--- config.mk ---
export PLATFORM = sky130hd
export DESIGN_NAME = ucr_regbank
export DESIGN_NICKNAME = d
export VERILOG_FILES = /design/src/hw/ucr_regbank.v /design/src/hw/ucr_scaler.v
export VERILOG_INCLUDE_DIRS = /design/src /design/src/hw
export SDC_FILE = /design/constraint.sdc
export NUM_CORES = 1
export LEC_CHECK = 0
export BUFFER_PORTS_ARGS = -buffer_cell sky130_fd_sc_hd__buf_2
export CAP_MARGIN = 10
export CORE_MARGIN = 4
export CORE_UTILIZATION = 54
export DETAILED_ROUTE_END_ITERATION = 10
export GPL_TIMING_DRIVEN = 0
export MAX_ROUTING_LAYER = met4
export PLACE_DENSITY = 0.77
export SLEW_MARGIN = 20
export SYNTH_ARGS = -nofsm -noshare
export SYNTH_HDL_FRONTEND = slang
export SYNTH_SLANG_ARGS = --single-unit
--- constraint.sdc ---
create_clock -name REF_CLK -period 5.9 [get_ports REF_CLK]
set_input_delay 1.475 -clock REF_CLK [delete_from_list [all_inputs] [get_ports REF_CLK]]
set_output_delay 1.475 -clock REF_CLK [all_outputs]
set_load 0.01 [all_outputs]
--- src/hw/ucr_regs.vh ---
`ifndef UCR_REGS_VH
`define UCR_REGS_VH
// ----------------------------------------------------------------------
// register offsets
// ----------------------------------------------------------------------
`define UCR_ADDR_W        5
`define UCR_OFS_CLKCFG    5'h00
`define UCR_OFS_OPCFG     5'h01
`define UCR_OFS_TW0_B0    5'h02
`define UCR_OFS_TW0_B1    5'h03
`define UCR_OFS_TW0_B2    5'h04
`define UCR_OFS_TW0_B3    5'h05
`define UCR_OFS_FILT0     5'h06
`define UCR_OFS_GAIN0     5'h07
`define UCR_OFS_TW1_B0    5'h08
`define UCR_OFS_TW1_B1    5'h09
`define UCR_OFS_TW1_B2    5'h0A
`define UCR_OFS_TW1_B3    5'h0B
`define UCR_OFS_FILT1     5'h0C
`define UCR_OFS_GAIN1     5'h0D
`define UCR_OFS_GAIN3     5'h19
`define UCR_OFS_STATUS    5'h1E
`define UCR_OFS_PSEL      5'h1F
// ----------------------------------------------------------------------
// field positions
// ----------------------------------------------------------------------
`define UCR_MULT_MSB      4
`define UCR_MULT_LSB      0
`define UCR_LOCK_IGN_BIT  5
`define UCR_LSB_FIRST_BIT 6
`define UCR_DIO_IN_BIT    7
`define UCR_MODE_MSB      1
`define UCR_MODE_LSB      0
`define UCR_AUTO_PD_BIT   2
`define UCR_SLEEP_BIT     3
`define UCR_INV_SINC_BIT  6
`define UCR_FILT_CLR_BIT  7
`define UCR_INV_COMP_BIT  0
`define UCR_SPEC_INV_BIT  1
`define UCR_RATE_MSB      7
`define UCR_RATE_LSB      2
`define UCR_GAIN_FRAC     7
// ----------------------------------------------------------------------
// reset values and codes
// ----------------------------------------------------------------------
`define UCR_RST_CLKCFG    8'h21
`define UCR_RST_OPCFG     8'h00
`define UCR_RST_TW_HI     8'h00
`define UCR_RST_FILT0     8'h08
`define UCR_RST_GAIN0     8'hB5
`define UCR_RST_PSEL      8'h00
`define UCR_OPCFG_MASK    8'hCF
`define UCR_MULT_BYPASS   5'h01
`define UCR_MULT_MIN      5'h04
`define UCR_MULT_MAX      5'h14
`define UCR_MODE_QUAD     2'h0
`define UCR_MODE_TONE     2'h1
`define UCR_MODE_INTERP   2'h2
`define UCR_RATE_INVALID  6'h00
`define UCR_RATE_BYPASS   6'h01
`define UCR_P1_ALL        6'h3F
`endif

--- src/hw/ucr_regbank.v ---
`default_nettype none
`include "ucr_regs.vh"
// Contract
// - per-profile 8-bit gain scales samples before converter
// - gain is 1.7 fixed point, 0 to 1.9921875
// - rate field 01h bypasses interpolation filters
// - rate 02h to 3Fh interpolates by that value
// - tuning word bytes assembled low address first
// - documented reset values loaded on reset
// - profile-1 registers unreset; host writes before use
// - multiplier 01h bypass, 04h-14h multiply, else invalid
// - mode 0 quad, 1 tone, 2 interp, 3 invalid
module ucr_regbank (
    input  wire        REF_CLK,          // 100 MHz system clock
    input  wire        RST_N,            // synchronous, active low
    input  wire [4:0]  ADDR,             // register address
    input  wire [7:0]  WDATA,            // write data
    input  wire        WR_STB,           // write strobe
    input  wire        RD_STB,           // read strobe
    output reg  [7:0]  RDATA,            // read data, cycle after strobe
    input  wire [13:0] SAMPLE_IN,        // datapath sample, same clock
    input  wire        SAMPLE_VALID,     // sample strobe
    output wire [13:0] SCALED_OUT,       // scaled sample to converter
    output wire        SCALED_VALID,     // scaled sample strobe
    output reg  [31:0] TUNING_WORD,      // active profile tuning word
    output reg         PLL_BYPASS,       // multiplier bypassed
    output reg  [4:0]  PLL_MULT,         // valid multiplier, 1 if bypass
    output reg         MULT_INVALID,     // multiplier code invalid
    output reg         PLL_LOCK_IGNORE,  // ignore lock indicator
    output reg         LSB_FIRST,        // serial port lsb first
    output reg         DIO_INPUT_ONLY,   // serial data pin input only
    output reg         MODE_QUAD,        // quadrature modulation
    output reg         MODE_TONE,        // single tone
    output reg         MODE_INTERP,      // interpolating converter
    output reg         MODE_INVALID,     // mode code invalid
    output reg         AUTO_POWER_DOWN,  // automatic power down
    output reg         FULL_SLEEP,       // full shutdown
    output reg         INV_SINC_BYPASS,  // inverse sinc bypassed
    output reg         INTERP_FILT_CLEAR,// clear interpolation filters
    output reg         INV_COMP_BYPASS,  // inverse filter comp bypassed
    output reg         SPECTRAL_INVERT,  // add rather than subtract Q
    output reg         INTERP_BYPASS,    // interpolation filters bypassed
    output reg  [5:0]  INTERP_RATE,      // active rate, 1 if bypassed
    output reg         RATE_INVALID,     // rate code 00h
    output reg         INTERP_STROBE,    // one pulse per output period
    output reg         PROFILE_ACTIVE,   // selected profile, 0 or 1
    output reg         PROFILE1_READY    // all profile-1 bytes written
);
    // ------------------------------------------------------------------
    // storage
    // ------------------------------------------------------------------
    reg  [7:0] clkcfg_reg;
    reg  [7:0] opcfg_reg;
    reg  [7:0] tw0_reg [0:3];
    reg  [7:0] filt0_reg;
    reg  [7:0] gain0_reg;
    reg  [7:0] tw1_reg [0:3];
    reg  [7:0] filt1_reg;
    reg  [7:0] gain1_reg;
    reg  [7:0] gain3_reg;
    reg        psel_reg;
    reg  [5:0] p1_written_reg;
    reg  [5:0] p1_written_next;
    reg  [5:0] rate_cnt_reg;
    reg  [5:0] rate_cnt_next;
    reg  [7:0] rdata_next;

    wire wr_clkcfg = WR_STB && (ADDR == `UCR_OFS_CLKCFG);
    wire wr_opcfg  = WR_STB && (ADDR == `UCR_OFS_OPCFG);
    wire wr_filt0  = WR_STB && (ADDR == `UCR_OFS_FILT0);
    wire wr_gain0  = WR_STB && (ADDR == `UCR_OFS_GAIN0);
    wire wr_filt1  = WR_STB && (ADDR == `UCR_OFS_FILT1);
    wire wr_gain1  = WR_STB && (ADDR == `UCR_OFS_GAIN1);
    wire wr_gain3  = WR_STB && (ADDR == `UCR_OFS_GAIN3);
    wire wr_psel   = WR_STB && (ADDR == `UCR_OFS_PSEL);
    wire wr_tw0    = WR_STB && (ADDR >= `UCR_OFS_TW0_B0) &&
                     (ADDR <= `UCR_OFS_TW0_B3);
    wire wr_tw1    = WR_STB && (ADDR >= `UCR_OFS_TW1_B0) &&
                     (ADDR <= `UCR_OFS_TW1_B3);
    wire [1:0] tw0_idx = ADDR[1:0] - 2'h2;   // 02h..05h -> 0..3
    wire [1:0] tw1_idx = ADDR[1:0];          // 08h..0Bh -> 0..3

    // ------------------------------------------------------------------
    // registers with a defined reset value
    // ------------------------------------------------------------------
    // tuning byte 0 of profile 0 has no reset value but shares the array
    always @(posedge REF_CLK) begin
        if (!RST_N) begin
            clkcfg_reg <= `UCR_RST_CLKCFG;
            opcfg_reg  <= `UCR_RST_OPCFG;
            tw0_reg[1] <= `UCR_RST_TW_HI;
            tw0_reg[2] <= `UCR_RST_TW_HI;
            tw0_reg[3] <= `UCR_RST_TW_HI;
            filt0_reg  <= `UCR_RST_FILT0;
            gain0_reg  <= `UCR_RST_GAIN0;
            psel_reg   <= (`UCR_RST_PSEL != 8'h00);
        end else begin
            if (wr_clkcfg)
                clkcfg_reg <= WDATA;
            // reserved bits are not stored and read back as zero
            if (wr_opcfg)
                opcfg_reg <= WDATA & `UCR_OPCFG_MASK;
            if (wr_tw0)
                tw0_reg[tw0_idx] <= WDATA;
            if (wr_filt0)
                filt0_reg <= WDATA;
            if (wr_gain0)
                gain0_reg <= WDATA;
            if (wr_psel)
                psel_reg <= WDATA[0];
        end
    end

    // ------------------------------------------------------------------
    // registers left unset by reset
    // ------------------------------------------------------------------
    // no reset branch here: the host must load them before use
    always @(posedge REF_CLK) begin
        // one process per array keeps a single driver on each memory
        // profile-0 byte 0 is written with its siblings in the reset block
        if (wr_tw1)
            tw1_reg[tw1_idx] <= WDATA;
        if (wr_filt1)
            filt1_reg <= WDATA;
        if (wr_gain1)
            gain1_reg <= WDATA;
        if (wr_gain3)
            gain3_reg <= WDATA;
    end

    // track which profile-1 bytes have been written since reset
    always @* begin
        p1_written_next = p1_written_reg;
        if (wr_tw1)
            p1_written_next[tw1_idx] = 1'b1;
        if (wr_filt1)
            p1_written_next[4] = 1'b1;
        if (wr_gain1)
            p1_written_next[5] = 1'b1;
    end

    always @(posedge REF_CLK) begin
        if (!RST_N)
            p1_written_reg <= 6'h00;
        else
            p1_written_reg <= p1_written_next;
    end

    // ------------------------------------------------------------------
    // read port
    // ------------------------------------------------------------------
    // unmapped addresses read zero; data stands one cycle only
    always @* begin
        rdata_next = 8'h00;
        case (ADDR)
            `UCR_OFS_CLKCFG: rdata_next = clkcfg_reg;
            `UCR_OFS_OPCFG:  rdata_next = opcfg_reg;
            `UCR_OFS_TW0_B0: rdata_next = tw0_reg[0];
            `UCR_OFS_TW0_B1: rdata_next = tw0_reg[1];
            `UCR_OFS_TW0_B2: rdata_next = tw0_reg[2];
            `UCR_OFS_TW0_B3: rdata_next = tw0_reg[3];
            `UCR_OFS_FILT0:  rdata_next = filt0_reg;
            `UCR_OFS_GAIN0:  rdata_next = gain0_reg;
            `UCR_OFS_TW1_B0: rdata_next = tw1_reg[0];
            `UCR_OFS_TW1_B1: rdata_next = tw1_reg[1];
            `UCR_OFS_TW1_B2: rdata_next = tw1_reg[2];
            `UCR_OFS_TW1_B3: rdata_next = tw1_reg[3];
            `UCR_OFS_FILT1:  rdata_next = filt1_reg;
            `UCR_OFS_GAIN1:  rdata_next = gain1_reg;
            `UCR_OFS_GAIN3:  rdata_next = gain3_reg;
            `UCR_OFS_STATUS: rdata_next = {4'h0, RATE_INVALID,
                                           MODE_INVALID, MULT_INVALID,
                                           PROFILE1_READY};
            `UCR_OFS_PSEL:   rdata_next = {7'h00, psel_reg};
            default:         rdata_next = 8'h00;
        endcase
        if (!RD_STB)
            rdata_next = 8'h00;
    end

    always @(posedge REF_CLK) begin
        if (!RST_N)
            RDATA <= 8'h00;
        else
            RDATA <= rdata_next;
    end

    // ------------------------------------------------------------------
    // active profile fields
    // ------------------------------------------------------------------
    // profile 1 is used as programmed; reading an unset one is host error
    wire [7:0] filt_act = psel_reg ? filt1_reg : filt0_reg;
    wire [7:0] gain_act = psel_reg ? gain1_reg : gain0_reg;
    wire [5:0] rate_fld = filt_act[`UCR_RATE_MSB:`UCR_RATE_LSB];
    wire [4:0] mult_fld = clkcfg_reg[`UCR_MULT_MSB:`UCR_MULT_LSB];
    wire [1:0] mode_fld = opcfg_reg[`UCR_MODE_MSB:`UCR_MODE_LSB];
    wire       rate_bad = (rate_fld == `UCR_RATE_INVALID);
    wire       rate_byp = (rate_fld == `UCR_RATE_BYPASS);
    wire       mult_byp = (mult_fld == `UCR_MULT_BYPASS);
    wire       mult_ok  = (mult_fld >= `UCR_MULT_MIN) &&
                          (mult_fld <= `UCR_MULT_MAX);

    // lowest address is the lowest byte of the word
    wire [31:0] tw0_word = {tw0_reg[3], tw0_reg[2],
                            tw0_reg[1], tw0_reg[0]};
    wire [31:0] tw1_word = {tw1_reg[3], tw1_reg[2],
                            tw1_reg[1], tw1_reg[0]};

    // ------------------------------------------------------------------
    // registered control outputs
    // ------------------------------------------------------------------
    // decoded once per cycle so that downstream sees clean flop outputs
    always @(posedge REF_CLK) begin
        if (!RST_N) begin
            TUNING_WORD       <= 32'h00000000;
            PLL_BYPASS        <= 1'b0;
            PLL_MULT          <= 5'h01;
            MULT_INVALID      <= 1'b0;
            PLL_LOCK_IGNORE   <= 1'b0;
            LSB_FIRST         <= 1'b0;
            DIO_INPUT_ONLY    <= 1'b0;
            MODE_QUAD         <= 1'b0;
            MODE_TONE         <= 1'b0;
            MODE_INTERP       <= 1'b0;
            MODE_INVALID      <= 1'b0;
            AUTO_POWER_DOWN   <= 1'b0;
            FULL_SLEEP        <= 1'b0;
            INV_SINC_BYPASS   <= 1'b0;
            INTERP_FILT_CLEAR <= 1'b0;
            INV_COMP_BYPASS   <= 1'b0;
            SPECTRAL_INVERT   <= 1'b0;
            INTERP_BYPASS     <= 1'b0;
            INTERP_RATE       <= 6'h01;
            RATE_INVALID      <= 1'b0;
            PROFILE_ACTIVE    <= 1'b0;
            PROFILE1_READY    <= 1'b0;
        end else begin
            TUNING_WORD     <= psel_reg ? tw1_word : tw0_word;
            PLL_BYPASS      <= mult_byp;
            PLL_MULT        <= mult_ok ? mult_fld : 5'h01;
            MULT_INVALID    <= !mult_byp && !mult_ok;
            PLL_LOCK_IGNORE <= clkcfg_reg[`UCR_LOCK_IGN_BIT];
            LSB_FIRST       <= clkcfg_reg[`UCR_LSB_FIRST_BIT];
            DIO_INPUT_ONLY  <= clkcfg_reg[`UCR_DIO_IN_BIT];
            MODE_QUAD   <= (mode_fld == `UCR_MODE_QUAD);
            MODE_TONE   <= (mode_fld == `UCR_MODE_TONE);
            MODE_INTERP <= (mode_fld == `UCR_MODE_INTERP);
            MODE_INVALID <= (mode_fld == 2'h3);
            AUTO_POWER_DOWN   <= opcfg_reg[`UCR_AUTO_PD_BIT];
            FULL_SLEEP        <= opcfg_reg[`UCR_SLEEP_BIT];
            INV_SINC_BYPASS   <= opcfg_reg[`UCR_INV_SINC_BIT];
            INTERP_FILT_CLEAR <= opcfg_reg[`UCR_FILT_CLR_BIT];
            INV_COMP_BYPASS   <= filt_act[`UCR_INV_COMP_BIT];
            SPECTRAL_INVERT   <= filt_act[`UCR_SPEC_INV_BIT];
            INTERP_BYPASS     <= rate_byp;
            INTERP_RATE <= rate_bad ? 6'h01 : rate_fld;
            RATE_INVALID      <= rate_bad;
            PROFILE_ACTIVE    <= psel_reg;
            PROFILE1_READY    <= (p1_written_reg == `UCR_P1_ALL);
        end
    end

    // ------------------------------------------------------------------
    // interpolation period counter
    // ------------------------------------------------------------------
    // one strobe every rate cycles; bypass strobes each cycle; an invalid
    // rate stops the strobe rather than guess a period
    always @* begin
        if (rate_bad || rate_byp || INTERP_FILT_CLEAR)
            rate_cnt_next = 6'h00;
        else if (rate_cnt_reg >= rate_fld - 6'h01)
            rate_cnt_next = 6'h00;
        else
            rate_cnt_next = rate_cnt_reg + 6'h01;
    end

    always @(posedge REF_CLK) begin
        if (!RST_N) begin
            rate_cnt_reg  <= 6'h00;
            INTERP_STROBE <= 1'b0;
        end else begin
            rate_cnt_reg  <= rate_cnt_next;
            INTERP_STROBE <= !rate_bad && !INTERP_FILT_CLEAR &&
                             (rate_cnt_reg == 6'h00);
        end
    end

    // ------------------------------------------------------------------
    // output scaler
    // ------------------------------------------------------------------
    ucr_scaler u_scaler (
        .clk        (REF_CLK),
        .rst_n      (RST_N),
        .sample     (SAMPLE_IN),
        .valid      (SAMPLE_VALID),
        .gain       (gain_act),
        .scaled     (SCALED_OUT),
        .scaled_vld (SCALED_VALID)
    );
endmodule // ucr_regbank
`default_nettype wire

--- src/hw/ucr_scaler.v ---
`default_nettype none
`include "ucr_regs.vh"
module ucr_scaler (
    input  wire               clk,        // system clock
    input  wire               rst_n,      // synchronous, active low
    input  wire signed [13:0] sample,     // datapath sample
    input  wire               valid,      // sample strobe
    input  wire        [7:0]  gain,       // unsigned 1.7 gain
    output reg  signed [13:0] scaled,     // scaled, saturated sample
    output reg                scaled_vld  // scaled sample strobe
);
    // ------------------------------------------------------------------
    // multiply and saturate
    // ------------------------------------------------------------------
    wire signed [8:0]  gain_s = {1'b0, gain};
    wire signed [22:0] prod   = sample * gain_s;
    // drop seven fraction bits: msb weighs one, lsb 2^-7
    wire signed [15:0] shifted = prod[22:`UCR_GAIN_FRAC];
    reg  signed [13:0] sat;

    // gain up to almost two can overflow the 14-bit range, so clamp
    always @* begin
        if (shifted > 16'sh1FFF)
            sat = 14'sh1FFF;
        else if (shifted < -16'sh2000)
            sat = 14'sh2000;
        else
            sat = shifted[13:0];
    end

    // output stage, one cycle after the input
    always @(posedge clk) begin
        if (!rst_n) begin
            scaled     <= 14'h0000;
            scaled_vld <= 1'b0;
        end else begin
            scaled     <= valid ? sat : scaled;
            scaled_vld <= valid;
        end
    end
endmodule // ucr_scaler
`default_nettype wire

==> run summary <==
global-route wire length before repair = 53,650 um
Post-synth EDFFs = 88
Reg power frac = 27.3%
Top FF cell, synth = dfxtp_1
final worst path period share = 100.7%
setup TNS = -0.2221 ns
sw frac = 37.19%
H-tree Lvls = 1
max cap viols = 0
Synth top area share = 21.02%
Post-Syn Area = 0.01257 mm2
flops & latches, synth = 217
critical path class = input port to flip-flop
Worst-Margin Slew = 1.166 ns
DRC = 0
Combinational Power Share = 50.3%
CP required = 6.29 ns
dominant cell type by area after synthesis = edfxtp_1
WL/cell = 20.27 um
largest net degree at the start of global routing = 17
FP Rows = 55
CTS buffer count = 20
fill count = 1,821
Hold Vio Cnt, Final = 0
violated checks = setup timing
Synth area leaders = edfxtp_1, dfxtp_1, fa_1, ha_1, inv_1
CTS root buffer = clkbuf_16
P_sw = 2292 uW
core area = 0.02278 mm2
worst setup path end = u_scaler.scaled[0]$_SDFFE_PN0P_
vias in the first global route = 9,892
run status = complete, but fails checks
minimum clock period = 5.939 ns
Die Ht = 160.6 um
power per cell area = 417.2 mW/mm2
WL final = 34,740 um
Bufs and invs on worst path = 6
Buffers on Ports = 111
Stages on worst setup path = 20
sequential area share after synthesis = 41.56%
main combinational cell family by area after synthesis = adder cells
CP endpoint kind = flip-flop
Compound-Gate Fraction of Synth Area = 10.95%
fraction of synthesized area in multiplexers = 4.280%
drt first pass iters = 6
asr flop ratio synth = 0%
chip width = 160.6 um
routed vias = 9,809
post-synthesis cell type count = 72
XOR/XNOR Fraction of Synth Area = 1.742%
Gate Count Post-Synth = 1,227
Pleak = 0.006341 uW
HP Class = flip-flop to flip-flop
cell family with most CP delay = adder cells
vias per cell = 5.723
FF-to-FF End = u_scaler.scaled[0]$_SDFFE_PN0P_
area of all sequential standard cells = 0.005226 mm2
Setup crit start kind = input port
Starting Density = 55.19%
antenna viol nets, final = 0
worst r2r src = psel_reg$_SDFFE_PN0P_
reg2reg setup slack = 0.02 ns
final setup vio count = 12
Cell Int Power = 3872 uW
antenna fix cells = 0
cell mode on critical path = fa_1
CTS sink count = 217
initial DRC count = 908
Area growth syn-to-layout = 17.53%
area taken by multi-input logic gates = 0.006794 mm2
Setup WS pre-CTS = -0.9305 ns
Worst R2R Path Depth = 23
CP Cell Sequence = buf_12 > and2_4 > fa_2 > inv_4 > fa_1 > inv_1 > fa_1 > inv_2 > fa_1 > inv_2 > ha_4 > nand2_4 > or3_4 > or3_4 > o211ai_4 > mux2i_2 > nand3_2 > buf_6 > nand3b_1 > a21oi_1
unrepaired setup endpoints after global routing = yes
Total GRT Usage = 27.08%
adder-cell share of the synthesized area = 19.35%
CTS tree = yes
maximum clock rate = 168.4 MHz
dpl hpwl = 25,900 um
Setup Skew = 0.01133 ns
Reg clk slew, reported paths = 0.07 ns
die area = 0.02578 mm2
Nets = 1,560
Worst path max stage delay = 0.61 ns
Placer Congestion = 1.005
worst skew pair latency = 0.50 ns
final setup margin = -0.03857 ns
syn nets = 1,400
simple-gate share of the synthesized area = 15.97%
worst-path fanout max = 7
Clk pwr share = 22.4%
gr ovfl total = 0
slowest CP cell = fa_2
WP data arrival = 6.33 ns
antenna violations before repair = 0
share of cells above drive strength 1 = 19.34%
Rel. slew slack = 21.66%
Worst Setup SP = SAMPLE_IN[13]
peak supply drop = 0.2507 mV
Avg Inst Size Synth = 10.25 um2
Synth warnings = 0
Max clock buf depth = 3
io pins = 118
Slew Limit Fails = 0
==> cells in the mapped netlist, types with 2 or more instances <==
| cell type | count |
|---|---|
| o21a_1 | 12 |
| a21oi_2 | 12 |
| nand3_1 | 40 |
| nand3b_1 | 2 |
| o21bai_1 | 2 |
| a22o_1 | 16 |
| nor3b_1 | 2 |
| mux2_2 | 5 |
| a221o_1 | 3 |
| a21oi_1 | 43 |
| nand2_1 | 121 |
| fa_1 | 89 |
| and3_1 | 10 |
| dfxtp_1 | 129 |
| o211ai_1 | 3 |
| or3_4 | 2 |
| nor4_1 | 5 |
| and2_1 | 69 |
| ha_1 | 52 |
| nand2b_1 | 11 |
| nor3_1 | 12 |
| edfxtp_1 | 88 |
| inv_1 | 152 |
| mux2i_1 | 44 |
| nand2_2 | 2 |
| nor2_1 | 84 |
| xnor2_1 | 18 |
| a222oi_1 | 3 |
| or2_2 | 3 |
| nor2b_1 | 27 |
| or3_1 | 2 |
| a221oi_1 | 17 |
| a31oi_1 | 7 |
| o21ai_0 | 20 |
| mux2_4 | 2 |
| xor2_1 | 7 |
| buf_2 | 5 |
| a22oi_1 | 23 |
| nand4_1 | 9 |
| a21o_1 | 7 |
| clkbuf_1 | 36 |
==> worst min path at each step <==
stage                                        start                         to  cells past startpoint
floorplan           p1_written_reg[5]$_SDFFE_PN0P_  PROFILE1_READY$_SDFF_PN0_                      2
global placement    p1_written_reg[5]$_SDFFE_PN0P_  PROFILE1_READY$_SDFF_PN0_                      2
detailed placement  p1_written_reg[5]$_SDFFE_PN0P_  PROFILE1_READY$_SDFF_PN0_                      2
CTS                 p1_written_reg[5]$_SDFFE_PN0P_  PROFILE1_READY$_SDFF_PN0_                      2
global route        p1_written_reg[5]$_SDFFE_PN0P_  PROFILE1_READY$_SDFF_PN0_                      2
finish              p1_written_reg[5]$_SDFFE_PN0P_  PROFILE1_READY$_SDFF_PN0_                      2
==> kinds of logic (layout without fill, tap and decap cells) <==
family,after synthesis,count (layout)
AND/OR/NAND/NOR,407,407
flip-flops,217,217
buffers and inverters,198,372
AO/OA/AOI/OAI,187,187
adder cells (fa/ha/maj),141,141
multiplexers,52,52
XOR/XNOR,25,25
==> layer usage <==
metal	GRT usage [%]	vias up	share of wire [%]
met5	-	-	0
met4	11.15	0	4.7
met3	4.029	127	8.3
met2	44.67	485	48
met1	33.65	4747	39
li1	-	4450	-
==> area by class of cell <==
type | count | share of cell area [%]
Sequential cell | 217 | 35.37
Multi-Input combinational cell | 812 | 45.99
Inverter | 153 | 3.904
Buffer | 44 | 1.728
Clock inverter | 4 | 0.3303
Timing Repair Buffer | 139 | 5.496
Tap cell | 313 | 2.651
Clock buffer | 32 | 4.531
==> tightest hold or removal path, cell delays in order (launching register included) <==
cell	delay, ns
dfxtp_1	0.31
nand3_1	0.06
nor2_1	0.04
==> power groups by stage <==
stage	clock network, uW	logic (uW)	registers [uW]
finish	1380	3100	1690
global route	1450	3420	1690
CTS	1380	2810	1690
detailed placement	0	2570	1720
global placement	0	2500	1720
floorplan	0	1990	1730
==> layout by cell type, fill, tap and decap left out, types with 14 or more instances in the layout <==
cell type	netlist	layout
a21oi_1	43	41
a21oi_2	12	14
a221oi_1	17	17
a22o_1	16	16
a22oi_1	23	23
and2_1	69	65
buf_2	5	113
buf_4	1	25
clkbuf_1	36	30
clkbuf_16	0	25
dfxtp_1	129	128
edfxtp_1	88	88
fa_1	89	87
ha_1	52	46
inv_1	152	144
mux2i_1	44	41
nand2_1	121	109
nand3_1	40	40
nor2_1	84	84
nor2b_1	27	27
o21ai_0	20	19
xnor2_1	18	18
==> what timing repair did <==
item | 4_1_cts | 5_1_grt
gates cloned | 1 | 1
pin swaps | 11 | 19
hold buffers | 0 | 0
endpoints found under the setup margin | 14 | 13
setup buffers | 13 | 13
gates resized for setup | 36 | 19
==> through the flow <==
| stage | cell area (um2) | power [uW] | cells | hold WS [ns] | util, % |
|---|---|---|---|---|---|
| global placement | 13610 | 4220 | 1651 | 0.4418 | 59.75 |
| detailed placement | 13640 | 4287 | 1651 | 0.4491 | 59.87 |
| CTS | 14590 | 5877 | 1700 | 0.4599 | 64.06 |
| floorplan | 12660 | 3725 | 1227 | 0.4222 | - |
| finish | 14770 | 6164 | 1714 | 0.4529 | 64.86 |
| global route | 14770 | 6565 | 1714 | 0.4832 | 64.86 |
Power figures use the tool's default switching activity.
